--- src/design/mrre_pkg.sv ---
// Shared constants, enumerations and carriers of the move, return and rotate execution unit.
package mrre_pkg;

    localparam int          DATA_W     = 8;
    localparam int          PC_W       = 13;
    localparam int          EXIT_CYCLES = 2;
    localparam logic [7:0]  ACC_RST    = 8'h00;
    localparam logic [12:0] PC_RST     = 13'h0000;
    localparam logic        GIE_RST    = 1'b0;
    localparam logic        FLAG_RST   = 1'b0;
    localparam int          HALF_POS   = 4;
    localparam int          SIGN_POS   = 7;

    typedef enum logic [3:0] {
        OP_MOV_IMM              = 4'h0,
        OP_STORE_ACC            = 4'h1,
        OP_SUBROUTINE_EXIT      = 4'h2,
        OP_SUBROUTINE_EXIT_LIT  = 4'h3,
        OP_INTERRUPT_EXIT       = 4'h4,
        OP_ROTATE_LEFT_THRU_CARRY = 4'h5,
        OP_ROTATE_LEFT_CARRY_TO_ACC = 4'h6,
        OP_ROTATE_RIGHT         = 4'h7,
        OP_ROTATE_RIGHT_TO_ACC  = 4'h8,
        OP_ROTATE_RIGHT_THRU_CARRY = 4'h9,
        OP_SUBTRACT_WITH_BORROW = 4'ha
    } mrre_op_e;

    typedef enum logic [1:0] {
        ROT_LEFT_CARRY  = 2'b00,
        ROT_RIGHT       = 2'b01,
        ROT_RIGHT_CARRY = 2'b10
    } mrre_rot_e;

    typedef enum logic [0:0] {
        ST_IDLE = 1'b0,
        ST_EXIT = 1'b1
    } mrre_state_e;

    typedef struct packed {
        mrre_op_e    op;
        logic [7:0]  imm;
        logic [7:0]  mem;
    } mrre_req_s;

    typedef struct packed {
        logic signed_wrap_flag;
        logic zero_flag;
        logic half_carry_flag;
        logic carry_flag;
    } mrre_flags_s;

endpackage

--- src/design/mrre_exec.sv ---
// Execution unit for moves, returns, rotates and subtract with borrow.
// Notes on behaviour
// - Immediate move loads literal, flags kept.
// - Store writes accumulator to memory, flags kept.
// - Subroutine exit pops PC, two cycles, flags kept.
// - Exit with literal pops PC, loads accumulator.
// - Memory left rotate through carry, written back.
// - Accumulator left rotate through carry, memory kept.
// - Memory right rotate, carry kept, written back.
// - Right rotate into accumulator, memory kept.
// - Memory right rotate through carry, written back.
`timescale 1ns/1ps
`default_nettype none
module mrre_exec
    import mrre_pkg::*;
(
    input  wire logic            clock,
    input  wire logic            resetn,
    input  wire logic            clk_en,
    input  wire logic            req_valid,
    input  wire mrre_req_s       req,
    input  wire logic [PC_W-1:0] stack_top,
    output logic                 req_ready_q,
    output logic [7:0]           acc_q,
    output mrre_flags_s          flags_q,
    output logic                 mem_we_q,
    output logic [7:0]           mem_wdata_q,
    output logic                 stack_pop_q,
    output logic                 pc_load_q,
    output logic [PC_W-1:0]      pc_value_q,
    output logic                 global_irq_enable_q
);

    mrre_state_e     state_q, state_d;
    logic            req_ready_d;
    logic [7:0]      acc_d;
    mrre_flags_s     flags_d;
    logic            mem_we_d;
    logic [7:0]      mem_wdata_d;
    logic            stack_pop_d;
    logic            pc_load_d;
    logic [PC_W-1:0] pc_value_d;
    logic            gie_d;
    logic            accept;
    mrre_rot_e       rot_mode;
    logic [7:0]      rot_data;
    logic            rot_carry;
    logic [8:0]      sub_sum;
    logic [4:0]      sub_low;
    logic [7:0]      mem_inv;

    assign accept  = req_valid && req_ready_q && clk_en;
    assign mem_inv = ~req.mem;

    // Pick the rotate flavour from the opcode; non-rotates ignore it.
    always_comb begin
        case (req.op)
            OP_ROTATE_LEFT_THRU_CARRY:   rot_mode = ROT_LEFT_CARRY;
            OP_ROTATE_LEFT_CARRY_TO_ACC: rot_mode = ROT_LEFT_CARRY;
            OP_ROTATE_RIGHT:             rot_mode = ROT_RIGHT;
            OP_ROTATE_RIGHT_TO_ACC:      rot_mode = ROT_RIGHT;
            OP_ROTATE_RIGHT_THRU_CARRY:  rot_mode = ROT_RIGHT_CARRY;
            default:                     rot_mode = ROT_RIGHT;
        endcase
    end

    mrre_rotator u_rot (
        .data_in   (req.mem),
        .carry_in  (flags_q.carry_flag),
        .mode      (rot_mode),
        .data_out  (rot_data),
        .carry_out (rot_carry)
    );

    // Subtraction is done as addition of the complement plus carry.
    always_comb begin
        sub_sum = {1'b0, acc_q} + {1'b0, mem_inv}
                + {8'h00, flags_q.carry_flag};
        sub_low = {1'b0, acc_q[3:0]} + {1'b0, mem_inv[3:0]}
                + {4'h0, flags_q.carry_flag};
    end

    // Next-state logic; write and stack strobes fall back to zero each
    // enabled cycle so that each lasts exactly one enabled cycle.
    always_comb begin
        state_d     = state_q;
        req_ready_d = req_ready_q;
        acc_d       = acc_q;
        flags_d     = flags_q;
        mem_we_d    = mem_we_q;
        mem_wdata_d = mem_wdata_q;
        stack_pop_d = stack_pop_q;
        pc_load_d   = pc_load_q;
        pc_value_d  = pc_value_q;
        gie_d       = global_irq_enable_q;
        if (clk_en) begin
            mem_we_d    = 1'b0;
            stack_pop_d = 1'b0;
            pc_load_d   = 1'b0;
            case (state_q)
                ST_IDLE: begin
                    if (accept) begin
                        case (req.op)
                            OP_MOV_IMM: acc_d = req.imm;
                            OP_STORE_ACC: begin
                                mem_we_d    = 1'b1;
                                mem_wdata_d = acc_q;
                            end
                            OP_SUBROUTINE_EXIT,
                            OP_SUBROUTINE_EXIT_LIT,
                            OP_INTERRUPT_EXIT: begin
                                // First of two cycles: pop and hold.
                                stack_pop_d = 1'b1;
                                pc_value_d  = stack_top;
                                state_d     = ST_EXIT;
                                req_ready_d = 1'b0;
                                if (req.op == OP_SUBROUTINE_EXIT_LIT) begin
                                    acc_d = req.imm;
                                end
                                if (req.op == OP_INTERRUPT_EXIT) begin
                                    gie_d = 1'b1;
                                end
                            end
                            OP_ROTATE_LEFT_THRU_CARRY,
                            OP_ROTATE_RIGHT_THRU_CARRY: begin
                                mem_we_d           = 1'b1;
                                mem_wdata_d        = rot_data;
                                flags_d.carry_flag = rot_carry;
                            end
                            OP_ROTATE_RIGHT: begin
                                mem_we_d    = 1'b1;
                                mem_wdata_d = rot_data;
                            end
                            OP_ROTATE_LEFT_CARRY_TO_ACC: begin
                                acc_d              = rot_data;
                                flags_d.carry_flag = rot_carry;
                            end
                            OP_ROTATE_RIGHT_TO_ACC: acc_d = rot_data;
                            OP_SUBTRACT_WITH_BORROW: begin
                                acc_d                   = sub_sum[7:0];
                                flags_d.carry_flag      = sub_sum[8];
                                flags_d.half_carry_flag = sub_low[HALF_POS];
                                flags_d.zero_flag       = ~|sub_sum[7:0];
                                flags_d.signed_wrap_flag =
                                    (acc_q[SIGN_POS] == mem_inv[SIGN_POS])
                                    && (sub_sum[SIGN_POS]
                                        != acc_q[SIGN_POS]);
                            end
                            default: acc_d = acc_q;
                        endcase
                    end
                end
                ST_EXIT: begin
                    // Second cycle: the popped address goes to the PC.
                    pc_load_d   = 1'b1;
                    state_d     = ST_IDLE;
                    req_ready_d = 1'b1;
                end
                default: begin
                    state_d     = ST_IDLE;
                    req_ready_d = 1'b1;
                end
            endcase
        end
    end

    // Registers only; a low clock enable holds every strobe as it stands.
    always_ff @(posedge clock) begin
        if (!resetn) begin
            state_q             <= ST_IDLE;
            req_ready_q         <= 1'b1;
            acc_q               <= ACC_RST;
            flags_q             <= {4{FLAG_RST}};
            mem_we_q            <= 1'b0;
            mem_wdata_q         <= ACC_RST;
            stack_pop_q         <= 1'b0;
            pc_load_q           <= 1'b0;
            pc_value_q          <= PC_RST;
            global_irq_enable_q <= GIE_RST;
        end else begin
            state_q             <= state_d;
            req_ready_q         <= req_ready_d;
            acc_q               <= acc_d;
            flags_q             <= flags_d;
            mem_we_q            <= mem_we_d;
            mem_wdata_q         <= mem_wdata_d;
            stack_pop_q         <= stack_pop_d;
            pc_load_q           <= pc_load_d;
            pc_value_q          <= pc_value_d;
            global_irq_enable_q <= gie_d;
        end
    end
endmodule
`default_nettype wire

--- src/design/mrre_rotator.sv ---
// Combinational one-place byte rotator, with or without the carry in the ring.
`timescale 1ns/1ps
`default_nettype none
module mrre_rotator
    import mrre_pkg::*;
(
    input  wire logic [7:0] data_in,
    input  wire logic       carry_in,
    input  wire mrre_rot_e  mode,
    output logic [7:0]      data_out,
    output logic            carry_out
);

    // The carry leaves unchanged for the plain right rotate.
    always_comb begin
        data_out  = data_in;
        carry_out = carry_in;
        case (mode)
            ROT_LEFT_CARRY: begin
                data_out  = {data_in[6:0], carry_in};
                carry_out = data_in[7];
            end
            ROT_RIGHT: begin
                data_out  = {data_in[0], data_in[7:1]};
                carry_out = carry_in;
            end
            ROT_RIGHT_CARRY: begin
                data_out  = {carry_in, data_in[7:1]};
                carry_out = data_in[0];
            end
            default: begin
                data_out  = data_in;
                carry_out = carry_in;
            end
        endcase
    end

endmodule
`default_nettype wire

--- config.mk ---
export PLATFORM = sky130hd
export DESIGN_NAME = mrre_exec
export DESIGN_NICKNAME = d
export VERILOG_FILES = /design/src/design/mrre_pkg.sv /design/src/design/mrre_exec.sv /design/src/design/mrre_rotator.sv
export SDC_FILE = /design/constraint.sdc
export NUM_CORES = 1
export LEC_CHECK = 0
export ABC_AREA = 1
export BUFFER_PORTS_ARGS = -buffer_cell sky130_fd_sc_hd__buf_2
export CORE_ASPECT_RATIO = 0.8
export CORE_MARGIN = 10
export CORE_UTILIZATION = 55
export CTS_CLUSTER_DIAMETER = 60
export CTS_CLUSTER_SIZE = 20
export DETAILED_ROUTE_END_ITERATION = 10
export PLACE_DENSITY = 0.86
export SYNTH_ARGS = -nofsm -noshare
export SYNTH_HDL_FRONTEND = slang
export SYNTH_SLANG_ARGS = --single-unit
export TNS_END_PERCENT = 5
--- constraint.sdc ---
create_clock -name clock -period 4.1 [get_ports clock]
set_clock_uncertainty 0.15 [all_clocks]
set_input_delay 0.615 -clock clock [delete_from_list [all_inputs] [get_ports clock]]
set_output_delay 0.615 -clock clock [all_outputs]
set_load 0.1 [all_outputs]
## After elaboration in Yosys (flattened, before gate mapping)

Cells that the tools add are included.

- Logic and storage cells: 78
- Flip-flop bits (word level): 39

- Mux-type cells: 18
- Reductions and logical operators: 23
- Equality and inequality tests: 18
- Bitwise operators: 2
- Add/sub/neg operators: 4

Operator list:

| operator | count |
|---|---|
| 8-bit one-hot mux with 4 select lines | 1 |
| 8-bit one-hot mux with 3 select lines | 1 |
| 4-bit by 3-bit == test with 1-bit output (second input constant) | 4 |
| 8-bit one-hot mux with 2 select lines | 1 |
| 5-bit AND reduction | 3 |
| 4-bit == test (second input constant) | 3 |
| 4-bit AND reduction | 3 |
| 8-bit by 8-bit adder with 9-bit output | 1 |
| 9-bit by 1-bit adder with 9-bit output | 1 |
| 1-bit two-way mux | 9 |
| 3-bit OR reduction | 3 |
| 4-bit by 2-bit == test with 1-bit output (second input constant) | 2 |
| 8-bit two-way mux | 1 |
| 8-bit inverter | 1 |
| 1-bit one-hot mux with 2 select lines | 4 |
| 8-bit OR reduction | 1 |
| 4-bit by 4-bit adder with 5-bit output | 1 |
| 5-bit by 1-bit adder with 5-bit output | 1 |
| 4-bit by 1-bit == test with 1-bit output (second input constant) | 1 |
| 4-bit logical NOT | 1 |
| 2-bit inequality test (second input constant) | 2 |
| 2-bit one-hot mux with 2 select lines | 1 |
| 2-bit nonzero test | 2 |
| 4-bit nonzero test | 1 |
| other kinds (13) | 16 |

## Longest topological paths before layout

- Word-level depth: 6
- Gate-level depth with buffers: 12

## Cells and area by module

Synthesis repeated with hierarchy kept, for this count alone.

- Cells, all modules: 382
- Area total of the unflattened synthesis: 2,459.9 sq um

Modules (own cells, without submodules):

| module | cells each | seq. area each (sq um) | instances | area each (sq um) |
|---|---|---|---|---|
| mrre_exec | 335 | 760.7 | 1 | 2,248.4 |
| mrre_rotator | 47 | 0.0 | 1 | 211.5 |

## Worst setup path after synthesis

Ideal clock, no wire load.

- Kind: reg-to-reg
- Start: register acc_q[0]
- End: register flags_q[2] in the netlist's numbering
- Path slack: 1.546 ns
- Arrival: 2.334 ns
- Stages on the path, launching flop included: 10
- Path buffers: 0
- Required time: 3.880 ns
- Period minus slack after synthesis: 2.554 ns
- Path through: dfxtp_1 > fa_1 > fa_1 > nor2_1 > nand3_1 > nor2_1 > nand3_1 > nor2_1 > nand3_1 > a21oi_1

- Cells in the longest elaborated chain, start to end: 4

Ends and longest elaborated chain:

| item | RTL line | RTL |
|---|---|---|
| start: declaration | mrre_exec.sv:24 | `output logic [7:0] acc_q,` |
| start signal: assignment | mrre_exec.sv:172 | `acc_q <= ACC_RST;` |
| start signal: assignment | mrre_exec.sv:183 | `acc_q <= acc_d;` |
| 8-bit by 8-bit adder with 9-bit output | mrre_exec.sv:77 | `sub_sum = {1'b0, acc_q} + {1'b0, mem_inv}` |
| 9-bit by 1-bit adder with 9-bit output | mrre_exec.sv:78 | `+ {8'h00, flags_q.carry_flag};` |
| 8-bit OR reduction | mrre_exec.sv:143 | `flags_d.zero_flag = ~\|sub_sum[7:0];` |
| 1-bit logical NOT | mrre_exec.sv:143 |  |
| end signal: assignment | mrre_exec.sv:173 | `flags_q <= {4{FLAG_RST}};` |
| end signal: assignment | mrre_exec.sv:184 | `flags_q <= flags_d;` |
| end: declaration | mrre_exec.sv:25 | `output mrre_flags_s flags_q,` |

No other way between the ends.
A chain may end at the register's enable or synchronous reset.

## Final worst setup path

- Start: input port req[0] in the netlist's numbering
- End: register flags_q[2] in the netlist's numbering

- Cells in the longest elaborated chain, start to end: 5

Ends and longest elaborated chain:

| item | RTL line | RTL |
|---|---|---|
| start: declaration | mrre_exec.sv:21 | `input wire mrre_req_s req,` |
| 8-bit inverter | mrre_exec.sv:53 | `assign mem_inv = ~req.mem;` |
| 8-bit by 8-bit adder with 9-bit output | mrre_exec.sv:77 |  |
| 9-bit by 1-bit adder with 9-bit output | mrre_exec.sv:78 |  |
| 8-bit OR reduction | mrre_exec.sv:143 |  |
| 1-bit logical NOT | mrre_exec.sv:143 |  |

No other way between the ends.

==> results.json <==
{
  "outcome": "finished, final reports clean",
  "tns_ns": 0,
  "worstSetupPathType": "input pin to flop",
  "yosysMostFrequentCell": "nand2_1",
  "wl_per_cell_um": 14.3,
  "hpwl_mm": 5.41,
  "worstSetupEndpointType": "flop",
  "die_w_um": 93.4,
  "drt-initial-drc-count": 230,
  "drc": 0,
  "reg2reg_depth": 11,
  "synth_edf_count": 0,
  "port_buffers": 74,
  "p_per_area_mw_per_mm2": 328,
  "drive_above_1_share": 0.241,
  "rr_startpoint": "flags_q[0]",
  "ys_top_cells_by_count": "85 x nand2_1, 47 x inv_1, 38 x dfxtp_1, 37 x a21oi_1, 35 x nor2_1",
  "clock_latency_ns": 0.30,
  "worstPathMaxFanout": 4,
  "max_stage_delay_ns": 0.48,
  "maxSlewHeadroom": 0.477,
  "ys_seq_area_frac": 0.321,
  "cts.clk_slew.worst_paths_ns": 0.08,
  "grt_pass1_vias": 2341,
  "ir_worst_vdd_mv": 0.227,
  "grt.total_usage": 0.179,
  "cts_htree_levels": 2,
  "die_y_um": 78.7,
  "fmax_ghz": 0.412,
  "pre_cts_ws_ns": 1.43,
  "start_kind": "input pin",
  "gp_congestion": 0.987,
  "first_pass_iters": 5,
  "worst-r2r-setup-slack_ns": 1.83,
  "syn_nets": 400,
  "slew_viol_final": 0,
  "r2r-end": "flags_q[2]",
  "synth_area_leaders": "dfxtp_1 32%, nand2_1 13%, a21oi_1 7.8%",
  "cts.sinks": 38,
  "die-area_sq_mm": 0.00734,
  "cp.required_ns": 4.17,
  "crit_arrival_ns": 2.50,
  "synth_cells": 354,
  "power_uw": 928,
  "path_cells": "buf_2 -> inv_1 -> fa_1 -> fa_1 -> nand2_1 -> nand2_1 -> nand3_1 -> nand2_1 -> nand2_1 -> nand2_1 -> nor2_1 -> nand3_1 -> a21oi_1",
  "synth_area_leader_cell": "dfxtp_1",
  "worst_slack_ns": 1.67,
  "yosysWarnings": 0,
  "setup_viol": 0,
  "cts_tree": "done",
  "io_pins": 75,
  "drv_cap": 0,
  "ant_nets": 0,
  "hold_buffers": 0,
  "hold_path_depth": 2,
  "ys_types": 33,
  "ys.flop_type": "dfxtp_1",
  "power_leakage_nw": 1.50,
  "final_net_count": 469,
  "timing.final.crit_share": 0.592,
  "tightest_slew_ns": 0.785,
  "initial_core_util": 0.567,
  "grt_pass1_wl_mm": 10.9,
  "cts_buffers": 5,
  "grt_max_degree": 28,
  "finalHoldViolCount": 0,
  "rsz0062_at_grt": "false",
  "fin_hold_ws_ns": 0.314,
  "cts_resized": 0,
  "fin_crit_ns": 2.43,
  "cts_root_buf": "clkbuf_8",
  "dp_cells": 473,
  "ys_seq_elements": 38,
  "cts_buffer_depth": 2,
  "n_antenna_cell": 0,
  "cp_common_cell": "nand2_1",
  "hp-class": "flop to flop",
  "finalInstanceArea_sq_mm": 0.00283,
  "overflow": 0,
  "min_from": "mem_we_q",
  "vias": 2575,
  "synth.top_cell.area_share": 0.321,
  "area_delta_synth_final_pct": 19.6,
  "finish.utilization": 0.677,
  "wl_mm": 6.88,
  "critPathSlowestCell": "fa_1",
  "cts_setup_buffers": 0,
  "placed_area_sq_mm": 0.00274,
  "row_count": 21,
  "grt_antenna_before_repair": 0,
  "worstHoldEndpoint": "mem_we_q",
  "final_cells": 481,
  "coreArea_sq_mm": 0.00418,
  "synth_area_sq_mm": 0.00237,
  "syn_area_per_cell_sq_um": 6.69,
  "viasPerCell": 5.35,
  "async_reset_ff_frac": 0
}
==> report_power, final <==
group | switching [mW] | total (mW) | internal, mW
Combinational | 0.194 | 0.259 | 0.0648
Sequential | 0.0103 | 0.392 | 0.381
Clock | 0.143 | 0.278 | 0.135
==> cells in the final DEF, fill, tap and decap left out <==
cell type and instances:
clkbuf_8 6, ha_1 7, buf_2 74, a21oi_2 4, or2_0 1, nand2_4 2
a21oi_1 37, nand3b_1 2, o211ai_1 9, nand3_2 1, xor2_1 1, or2_2 1
nand2_1 85, nand2b_1 1, o22ai_1 1, nor2_2 2, nand4_1 2, nand3_1 24
clkinvlp_4 1, nor2_4 2, o21ai_0 18, clkinv_2 1, inv_2 2, a31oi_1 3
dfxtp_1 38, o21ai_1 3, nor2_1 35, inv_1 47, nor2_8 2, nand2_2 4
fa_1 2, a21o_1 1, o21a_1 5
==> layer usage <==
| metal | part of all wire | up-vias | GRT usage |
|---|---|---|---|
| met5 | 0 | - | 0 |
| met4 | 0.014 | 0 | 0.0523 |
| met3 | 0.11 | 14 | 0.0637 |
| met2 | 0.46 | 119 | 0.285 |
| met1 | 0.42 | 1163 | 0.220 |
| li1 | - | 1279 | - |
==> kinds of logic after synthesis <==
family,after synthesis,share of synthesized area
compound gates,81,0.196
xor+xnor,1,0.00370
fa+ha+maj,9,0.0539
buf+inv,61,0.109
flops,38,0.321
simple gates,164,0.317
==> layout make-up <==
cell class / instances / area [sq um]
multi-input cells: 255 / 1350
fillers: 379 / 1350
flip-flops and latches: 38 / 761
repair buffers: 74 / 370
inverters: 49 / 184
clock buffers: 6 / 82.6
well taps: 57 / 71.3
clock inverters: 2 / 12.5
==> worst max path at each step <==
stage / startpoint / to / slack [ns] / cells after the start
after floorplan: acc_q[0] / flags_q[2] / 1.55 / 9
after global placement: req[0] / flags_q[2] / 1.51 / 13
after detailed placement: req[0] / flags_q[2] / 1.43 / 13
after CTS: req[0] / flags_q[2] / 1.73 / 13
after global routing: req[0] / flags_q[2] / 1.55 / 13
final: req[0] / flags_q[2] / 1.67 / 13
==> critical path: cells and delay by family <==
kind / cells / cell delay, ns
and+or+nand+nor: 8 / 0.62
buffers and inverters: 2 / 0.22
adders and majority gates: 2 / 0.93
AOI/OAI and AO/OA: 1 / 0.12
==> state kept, by name (all words and copies together) (netlist names) <==
register             count
pc_load_q                1
req_ready_q              1
flags_q                  4
stack_pop_q              1
mem_we_q                 1
acc_q                    8
mem_wdata_q              8
pc_value_q              13
global_irq_enable_q      1
Power figures use the tool's default switching activity.
